--- config.mk ---
export PLATFORM = sky130hd
export DESIGN_NAME = lsg_regs
export DESIGN_NICKNAME = d
export VERILOG_FILES = /design/src/inc/lsg_pkg.sv /design/src/inc/lsg_alias_if.sv /design/src/logic/lsg_alias_dec.sv /design/src/logic/lsg_regs.sv
export SDC_FILE = /design/constraint.sdc
export NUM_CORES = 1
export LEC_CHECK = 0
export ABC_AREA = 0
export BUFFER_PORTS_ARGS = -buffer_cell sky130_fd_sc_hd__buf_4
export CORE_UTILIZATION = 34
export CTS_BUF_LIST = sky130_fd_sc_hd__clkbuf_2 sky130_fd_sc_hd__clkbuf_4 sky130_fd_sc_hd__clkbuf_8
export DETAILED_ROUTE_END_ITERATION = 7
export MAX_ROUTING_LAYER = met4
export PLACE_DENSITY = 0.62
export SYNTH_ARGS = -nofsm -noshare
export SYNTH_HDL_FRONTEND = slang
export SYNTH_SLANG_ARGS = --single-unit
--- constraint.sdc ---
create_clock -name CLK -period 1.99 [get_ports CLK]
set_input_delay 0.199 -clock CLK [delete_from_list [all_inputs] [get_ports CLK]]
set_output_delay 0.199 -clock CLK [all_outputs]
set_load 0.005 [all_outputs]
--- src/inc/lsg_pkg.sv ---
// Constants shared by the link status and output-line register bank.
// Assumes an 8-bit register port behind the device's I2C slave logic.
package lsg_pkg;
  // Register offsets
  localparam logic [7:0] LSG_OFS_PHYS = 8'h08;
  localparam logic [7:0] LSG_OFS_ALIAS = 8'h09;
  localparam logic [7:0] LSG_OFS_CNT_LO = 8'h0A;
  localparam logic [7:0] LSG_OFS_CNT_HI = 8'h0B;
  localparam logic [7:0] LSG_OFS_STATUS = 8'h0C;
  localparam logic [7:0] LSG_OFS_GPO = 8'h0D;
  // Values after reset, and the error counter's saturation limit
  localparam logic [6:0] LSG_RST_ID = 7'h00;
  localparam logic [15:0] LSG_RST_COUNT = 16'h0000;
  localparam logic [15:0] LSG_COUNT_MAX = 16'hFFFF;
  localparam logic [7:0] LSG_RST_GPO = 8'h55;
  localparam logic LSG_RST_FAR = 1'b0;
  // Writable bits of the output-line configuration
  localparam logic [7:0] LSG_GPO_WMASK = 8'hDD;
  // Field positions
  localparam int LSG_ID_LSB = 1;
  localparam int LSG_ST_REV_LSB = 5;
  localparam int LSG_ST_LOCK = 4;
  localparam int LSG_ST_BUILT_IN_SELF_TEST = 3;
  localparam int LSG_ST_PCLK = 2;
  localparam int LSG_ST_FAR = 1;
  localparam int LSG_ST_LINK = 0;
  localparam int LSG_GENERAL_OUTPUT_LINE_ONE_VAL = 7;
  localparam int LSG_GENERAL_OUTPUT_LINE_ONE_RMT = 6;
  localparam int LSG_GENERAL_OUTPUT_LINE_ONE_EN = 4;
  localparam int LSG_GENERAL_OUTPUT_LINE_ZERO_VAL = 3;
  localparam int LSG_GENERAL_OUTPUT_LINE_ZERO_RMT = 2;
  localparam int LSG_GENERAL_OUTPUT_LINE_ZERO_EN = 0;
  // Synchronised status pins: lock, self-test error, pixel clock, link, four cable faults
  localparam int LSG_SYNC_W = 8;
endpackage

--- src/inc/lsg_alias_if.sv ---
// Carrier between the register bank and the remote-target alias decoder.
// Assumes both ends run on the same clock.
`timescale 1ns/1ps
`default_nettype none
interface lsg_alias_if;
  logic [6:0] alias_id;
  logic [6:0] phys_id;
  logic req;
  logic [6:0] req_addr;
  logic fwd;
  logic blocked;
  logic [6:0] fwd_addr;
  modport ctrl (output alias_id, phys_id, req, req_addr, input fwd, blocked, fwd_addr);
  modport dec (input alias_id, phys_id, req, req_addr, output fwd, blocked, fwd_addr);
endinterface
`default_nettype wire

--- src/logic/lsg_alias_dec.sv ---
// Remote-target alias decoder: matches incoming addresses and remaps them.
// Assumes one request pulse per I2C address phase, on the bank's clock.
`timescale 1ns/1ps
`default_nettype none
module lsg_alias_dec
  import lsg_pkg::*;
(
  input wire logic clk,
  input wire logic srst,
  lsg_alias_if.dec bus
);
  wire alias_on = (bus.alias_id != LSG_RST_ID);
  wire phys_on = (bus.phys_id != LSG_RST_ID);
  wire hit = bus.req && alias_on && (bus.req_addr == bus.alias_id);
  wire next_fwd = hit && phys_on;
  wire next_blocked = hit && !phys_on;

  always_ff @(posedge clk) begin
    if (srst) begin
      bus.fwd <= 1'b0;
      bus.blocked <= 1'b0;
      bus.fwd_addr <= LSG_RST_ID;
    end else begin
      bus.fwd <= next_fwd;
      bus.blocked <= next_blocked;
      if (next_fwd) begin
        bus.fwd_addr <= bus.phys_id;
      end
    end
  end
endmodule
`default_nettype wire

--- src/logic/lsg_regs.sv ---
// Link status, back-channel error counter, alias and output-line register bank.
// Assumes the I2C slave logic presents byte reads and writes as one-cycle strobes.
// Summary of operation
// - Incoming target address equal to alias field means the remote slave is addressed.
// - On alias match, forward with the programmed physical address substituted.
// - Alias field zero disables all decoding and forwarding to the remote slave.
// - Back-channel CRC errors counted in 16 bits; low byte 0x0A, high byte 0x0B.
// - Status top three bits show a fixed read-only silicon revision.
// - Status bit 3 is high while self-test sees CRC errors, else low.
// - Status bit 2 shows whether a valid pixel clock is present.
// - Far-end error bit sets on a CRC error talking to the deserializer.
// - Far-end error bit clears on link loss or CRC error reset control.
// - Status bit 0 is high when a cable link is detected.
// - Link bit reads zero on open cable, pair short, ground or battery short.
// - Enabled line, not remote, drives its local value bit (7 or 3).
// - Remote control bit (6 or 2) makes the line drive the received remote value.
// - Enable bit (4 or 0) turns the line on; zero leaves it tri-stated.
// - After reset remote and enable bits are one, value and reserved bits zero.
// - Physical address field zero blocks forwarding to the remote slave.
`timescale 1ns/1ps
`default_nettype none
module lsg_regs
  import lsg_pkg::*;
#(
  parameter logic [2:0] REVISION = 3'h5 // Arbitrary value
)(
  input wire logic CLK,
  input wire logic SRST,
  input wire logic [7:0] REG_ADDR,
  input wire logic REG_WR,
  input wire logic [7:0] REG_WDATA,
  input wire logic REG_RD,
  output logic [7:0] REG_RDATA,
  input wire logic I2C_REQ,
  input wire logic [6:0] I2C_ADDR,
  output logic FWD_REMOTE,
  output logic FWD_BLOCKED,
  output logic [6:0] FWD_ADDR,
  input wire logic BC_CRC_ERR,
  input wire logic FAR_CRC_ERR,
  input wire logic CRC_ERR_RESET,
  input wire logic RX_LOCK,
  input wire logic BUILT_IN_SELF_TEST_CRC_ERR,
  input wire logic PCLK_DETECT,
  input wire logic LINK_PRESENT,
  input wire logic [3:0] CABLE_FAULT,
  input wire logic [1:0] REMOTE_GPO_VAL,
  output logic [1:0] GPO_OUT,
  output logic [1:0] GPO_OE
);
  logic [6:0] phys_id;
  logic [6:0] alias_id;
  logic [15:0] err_count;
  logic far_err;
  logic [7:0] gpo_cfg;
  logic [LSG_SYNC_W-1:0] sync_a;
  logic [LSG_SYNC_W-1:0] sync_b;

  // Line drive: remote value when remote control is on, otherwise the local bit
  function automatic logic line_value(input logic rmt, input logic loc, input logic rval);
    line_value = rmt ? rval : loc;
  endfunction

  // Status pins arrive from analog and other clock areas
  always_ff @(posedge CLK) begin
    if (SRST) begin
      sync_a <= '0;
      sync_b <= '0;
    end else begin
      sync_a <= {CABLE_FAULT, LINK_PRESENT, PCLK_DETECT, BUILT_IN_SELF_TEST_CRC_ERR, RX_LOCK};
      sync_b <= sync_a;
    end
  end

  wire st_lock = sync_b[0];
  wire st_built_in_self_test = sync_b[1];
  wire st_pclk = sync_b[2];
  wire [3:0] fault_s = sync_b[7:4];
  wire st_link = sync_b[3] && (fault_s == 4'h0);

  // Register decode
  wire wr_phys = REG_WR && (REG_ADDR == LSG_OFS_PHYS);
  wire wr_alias = REG_WR && (REG_ADDR == LSG_OFS_ALIAS);
  wire wr_gpo = REG_WR && (REG_ADDR == LSG_OFS_GPO);

  // Counter: an error in the clearing cycle still counts, so none is lost
  wire cnt_clr = CRC_ERR_RESET;
  wire cnt_full = (err_count == LSG_COUNT_MAX);
  wire [15:0] cnt_base = cnt_clr ? LSG_RST_COUNT : err_count;
  wire [15:0] next_count = (BC_CRC_ERR && !(cnt_full && !cnt_clr)) ? 16'(cnt_base + 16'h0001) : cnt_base;

  // Far-end error: set wins over link loss and the reset control
  wire far_clr = CRC_ERR_RESET || !st_link;
  wire next_far = FAR_CRC_ERR ? 1'b1 : (far_clr ? 1'b0 : far_err);

  wire [7:0] status = {REVISION, st_lock, st_built_in_self_test, st_pclk, far_err, st_link};

  wire [7:0] next_rdata =
    (REG_ADDR == LSG_OFS_PHYS) ? {phys_id, 1'b0} :
    (REG_ADDR == LSG_OFS_ALIAS) ? {alias_id, 1'b0} :
    (REG_ADDR == LSG_OFS_CNT_LO) ? err_count[7:0] :
    (REG_ADDR == LSG_OFS_CNT_HI) ? err_count[15:8] :
    (REG_ADDR == LSG_OFS_STATUS) ? status :
    (REG_ADDR == LSG_OFS_GPO) ? gpo_cfg : 8'h00;

  always_ff @(posedge CLK) begin
    if (SRST) begin
      phys_id <= LSG_RST_ID;
      alias_id <= LSG_RST_ID;
      gpo_cfg <= LSG_RST_GPO;
    end else begin
      if (wr_phys) begin
        phys_id <= REG_WDATA[7:LSG_ID_LSB];
      end
      if (wr_alias) begin
        alias_id <= REG_WDATA[7:LSG_ID_LSB];
      end
      if (wr_gpo) begin
        gpo_cfg <= REG_WDATA & LSG_GPO_WMASK;
      end
    end
  end

  always_ff @(posedge CLK) begin
    if (SRST) begin
      err_count <= LSG_RST_COUNT;
      far_err <= LSG_RST_FAR;
      REG_RDATA <= 8'h00;
    end else begin
      err_count <= next_count;
      far_err <= next_far;
      if (REG_RD) begin
        REG_RDATA <= next_rdata;
      end
    end
  end

  // Output lines; reserved direction means enabled lines are always outputs
  wire [1:0] next_gpo = {
    line_value(gpo_cfg[LSG_GENERAL_OUTPUT_LINE_ONE_RMT], gpo_cfg[LSG_GENERAL_OUTPUT_LINE_ONE_VAL], REMOTE_GPO_VAL[1]),
    line_value(gpo_cfg[LSG_GENERAL_OUTPUT_LINE_ZERO_RMT], gpo_cfg[LSG_GENERAL_OUTPUT_LINE_ZERO_VAL], REMOTE_GPO_VAL[0])};
  wire [1:0] next_oe = {gpo_cfg[LSG_GENERAL_OUTPUT_LINE_ONE_EN], gpo_cfg[LSG_GENERAL_OUTPUT_LINE_ZERO_EN]};

  always_ff @(posedge CLK) begin
    if (SRST) begin
      GPO_OUT <= 2'h0;
      GPO_OE <= 2'h0;
    end else begin
      GPO_OUT <= next_gpo;
      GPO_OE <= next_oe;
    end
  end

  // Alias decoder
  lsg_alias_if alias_bus ();
  assign alias_bus.alias_id = alias_id;
  assign alias_bus.phys_id = phys_id;
  assign alias_bus.req = I2C_REQ;
  assign alias_bus.req_addr = I2C_ADDR;
  assign FWD_REMOTE = alias_bus.fwd;
  assign FWD_BLOCKED = alias_bus.blocked;
  assign FWD_ADDR = alias_bus.fwd_addr;

  lsg_alias_dec u_alias (
    .clk(CLK),
    .srst(SRST),
    .bus(alias_bus.dec)
  );
endmodule
`default_nettype wire

==> impl_table.tex <==
\begin{tabular}{lr}
\hline
Metric & Value \\
\hline
\multicolumn{2}{l}{\textbf{Clocking}} \\
Worst-path clk slew & 80 ps \\
Quantity of hold-fixing buffers added after cts & 0 \\
TritonCTS clock tree & built \\
Deepest level of the CTS H-tree & 3 \\
Clk sink count & 74 \\
CTS max path bufs & 2 \\
Num CTS Buffers & 9 \\
Clk Latency, worst-skew pair & 350 ps \\
Clk Tree Root Cell & sky130\_fd\_sc\_hd\_\_clkbuf\_8 \\
\multicolumn{2}{l}{\textbf{Setup path}} \\
FF-to-FF path depth & 7 \\
Register-to-Register Setup Slack & 110 ps \\
Setup crit end kind & flip-flop \\
End of the worst register-to-register path & err\_count[14]\$\_SDFF\_PP0\_ \\
Critical-path maximum fanout & 4 \\
Worst EP arrival & 2110 ps \\
Critical Path Start & err\_count[0]\$\_SDFF\_PP0\_ \\
Required @ worst endpoint & 2220 ps \\
Type of the setup path with the least slack & flip-flop to flip-flop \\
CP startpoint kind & flip-flop \\
Worst flop-to-flop path startpoint & err\_count[0]\$\_SDFF\_PP0\_ \\
\multicolumn{2}{l}{\textbf{Outcome}} \\
Result of the run & finished, final reports clean \\
\multicolumn{2}{l}{\textbf{Layout}} \\
\# nets final & 463 \\
Number of antenna repair diodes & 0 \\
Signed area change from the synthesized netlist to the final layout & 23.0\% \\
Fraction of layout cells with a size suffix above 1 & 0.249 \\
\multicolumn{2}{l}{\textbf{Synth}} \\
Average instance area after synthesis & 9.23 um2 \\
Cell type with the largest total area after synthesis & sky130\_fd\_sc\_hd\_\_dfxtp\_1 \\
Synth Warn \# & 0 \\
Number of enable flip-flop cells after synthesis & 0 \\
Library cells used by synthesis & 54 \\
Yosys top cell area share & 0.446 \\
Top FF cell, synth & sky130\_fd\_sc\_hd\_\_dfxtp\_1 \\
Cells after synthesis & 360 \\
Share of synthesized registers carrying an async set or reset & 0 \\
Net count of the mapped netlist & 402 \\
Ranking of synthesized cells by area & sky130\_fd\_sc\_hd\_\_dfxtp\_1 (45\%), sky130\_fd\_sc\_hd\_\_xnor2\_1 (5.5\%), sky130\_fd\_sc\_hd\_\_mux2i\_1 (5.1\%), sky130\_fd\_sc\_hd\_\_nor2b\_1 (5.1\%), sky130\_fd\_sc\_hd\_\_a21oi\_1 (4.5\%) \\
Most common cell in the netlist & sky130\_fd\_sc\_hd\_\_dfxtp\_1 \\
Most frequent cells after synthesis & sky130\_fd\_sc\_hd\_\_dfxtp\_1 (74), sky130\_fd\_sc\_hd\_\_nor2\_1 (39), sky130\_fd\_sc\_hd\_\_a21oi\_1 (30) \\
Syn Std Cell Area & 3320 um2 \\
\#FFs+latches synth & 74 \\
Sequential cell area fraction in the yosys report & 0.446 \\
\multicolumn{2}{l}{\textbf{Placed design}} \\
Routability Congestion & 0.950 \\
Quantity of I/O buffers inserted on ports & 61 \\
Post-detailed-placement half-perimeter wirelength & 5880 um \\
\multicolumn{2}{l}{\textbf{STA}} \\
Number of setup violations in the final report & 0 \\
RSZ-0062 raised after global routing & false \\
Worst setup skew after layout & 11.2 ps \\
Sum Neg Setup Slack & 0 ps \\
Post-layout minimum cycle time & 1880 ps \\
Maximum clock frequency & 532 MHz \\
Final Max Tran Viols & 0 \\
Relative slew slack & 0.672 \\
Final Hold Violating Endpoints & 0 \\
Final worst path period share & 0.945 \\
Measured slew at the worst slew-check pin & 489 ps \\
\multicolumn{2}{l}{\textbf{Global routing}} \\
GRT Util Overall & 0.171 \\
Number of global-route vias before repair & 2,653 \\
Antenna violations before repair & 0 \\
Global-route wire length before repair & 12,900 um \\
Total congestion overflow & 0 \\
Pin count of the biggest net entering global routing & 33 \\
\multicolumn{2}{l}{\textbf{Power}} \\
Cell Pwr Density & 708 nW/um2 \\
Power after layout & 2.90 mW \\
Leakage dissipation & 1.55 nW \\
IR drop worst, VDD & 404 uV \\
\multicolumn{2}{l}{\textbf{Floorplanning}} \\
Die Width & 101 um \\
Boundary Pins & 62 \\
Height of the chip & 101 um \\
Initial core utilization & 0.355 \\
Area enclosed by the die boundary & 10,200 um2 \\
Number of placement rows & 35 \\
Core region area & 9370 um2 \\
\multicolumn{2}{l}{\textbf{Run}} \\
Max cap viols & 0 \\
\multicolumn{2}{l}{\textbf{Hold path}} \\
Hold path depth & 2 \\
Hold WC Path Type & primary input to flip-flop \\
Startpoint of the most critical hold path & CABLE\_FAULT[1] \\
Hold-critical path endpoint & sync\_a[5]\$\_SDFF\_PP0\_ \\
\multicolumn{2}{l}{\textbf{Route}} \\
Average routed wire per standard cell & 14.4 um \\
Ratio of routed vias to standard cells & 5.02 \\
Drt first pass iters & 4 \\
Count of antenna-violating nets left after detailed routing & 0 \\
Vias after detailed routing & 2,787 \\
DRC violation count after routing & 0 \\
Wirelength, routed & 8000 um \\
DRT iter0 DRCs & 154 \\
\hline
\end{tabular}
==> worst max-delay path, stage by stage, from the launching register on <==
cell                      delay (ps)
sky130_fd_sc_hd__dfxtp_1         380
sky130_fd_sc_hd__nor2b_4         200
sky130_fd_sc_hd__ha_1            210
sky130_fd_sc_hd__nand3_1         100
sky130_fd_sc_hd__or3_4           380
sky130_fd_sc_hd__nor4b_2         290
sky130_fd_sc_hd__xnor2_1         150
sky130_fd_sc_hd__nor2_1           50
==> cell usage in the layout (no fill, tap or decap), types with 3 or more instances in the layout <==
master,synthesis,layout
sky130_fd_sc_hd__nor3_1,8,8
sky130_fd_sc_hd__o21ai_1,8,8
sky130_fd_sc_hd__a22o_1,5,5
sky130_fd_sc_hd__mux2_1,3,3
sky130_fd_sc_hd__nor2b_1,27,26
sky130_fd_sc_hd__a211oi_1,3,3
sky130_fd_sc_hd__a31oi_1,3,3
sky130_fd_sc_hd__nand4_1,6,6
sky130_fd_sc_hd__xnor2_1,21,21
sky130_fd_sc_hd__nand2_1,27,27
sky130_fd_sc_hd__a211o_1,4,4
sky130_fd_sc_hd__nor4b_2,3,3
sky130_fd_sc_hd__buf_4,5,67
sky130_fd_sc_hd__dfxtp_1,74,73
sky130_fd_sc_hd__nand3_1,10,10
sky130_fd_sc_hd__mux2i_1,17,17
sky130_fd_sc_hd__clkbuf_8,0,9
sky130_fd_sc_hd__nor4_2,3,3
sky130_fd_sc_hd__nor4_4,3,3
sky130_fd_sc_hd__nor2_1,39,39
sky130_fd_sc_hd__o21ai_0,5,5
sky130_fd_sc_hd__inv_1,7,7
sky130_fd_sc_hd__a21oi_1,30,30
sky130_fd_sc_hd__nor4_1,3,3
==> area by class of cell <==
cell class              instances  area, um2
clock inverters                 5       55.1
repair buffers                 67        503
clock buffers                  11        139
inverters                       9       33.8
well taps                     129        161
fillers                       958       5280
flip-flops and latches         74       1480
multi-input cells             260       1710
==> per-stage QoR <==
step           instances  instance area, um2  utilization  hold slack, ps  setup WS, ps
6_report             555                4090        0.436            58.0           110
3_5_place_dp         539                3890        0.415             414          97.6
5_1_grt              555                4090        0.436            55.3          11.9
3_3_place_gp         539                3890        0.415             408           186
2_1_floorplan        360                3320            -             319           251
4_1_cts              555                4080        0.435            47.2          61.7
==> cells by family after synthesis <==
group,count (synthesis),synth area share
xor gates and xnor gates,21,0.0553
AOI/OAI and AO/OA,69,0.130
DFF,74,0.446
muxes,22,0.0681
and+or+nand+nor,147,0.257
adders and majority gates,1,0.00376
buffers and inverters,26,0.0407
==> power breakdown <==
group / leakage [nW] / total [mW] / internal, mW / switching, mW
clock network: 0.0962 / 1.16 / 0.603 / 0.553
logic: 0.855 / 0.225 / 0.108 / 0.117
registers: 0.602 / 1.52 / 1.51 / 0.0100
total: 1.55 / 2.90 / 2.22 / 0.680
==> registers in the layout, summed over array words and instances (netlist names) <==
signal	flops
err_count	16
REG_RDATA	8
sync_a	8
sync_b	8
alias_bus.alias_id	7
alias_bus.phys_id	7
u_alias.bus.fwd_addr	7
gpo_cfg	6
GPO_OE	2
GPO_OUT	2
far_err	1
u_alias.bus.blocked	1
u_alias.bus.fwd	1
==> per-layer routing <==
metal	share of wire	up-vias	routed length [um]	GRT usage
met5	0	-	0	-
met4	0.012	0	98	0.0502
met2	0.47	88	3730	0.277
met3	0.052	11	416	0.0354
met1	0.47	1294	3760	0.214
li1	-	1394	-	-
==> worst max path at each step <==
stage | to | depth (start not counted) | slack (ps)
global route | err_count[14]$_SDFF_PP0_ | 7 | 10
finish | err_count[14]$_SDFF_PP0_ | 7 | 110
CTS | err_count[14]$_SDFF_PP0_ | 7 | 60
floorplan | err_count[14]$_SDFF_PP0_ | 7 | 250
global placement | err_count[14]$_SDFF_PP0_ | 7 | 190
detailed placement | err_count[14]$_SDFF_PP0_ | 7 | 100
==> timing repair <==
item	CTS	global route
setup endpoints to repair	0	3
setup buffers	0	0
gates resized for setup	0	3
Power figures use the tool's default switching activity.
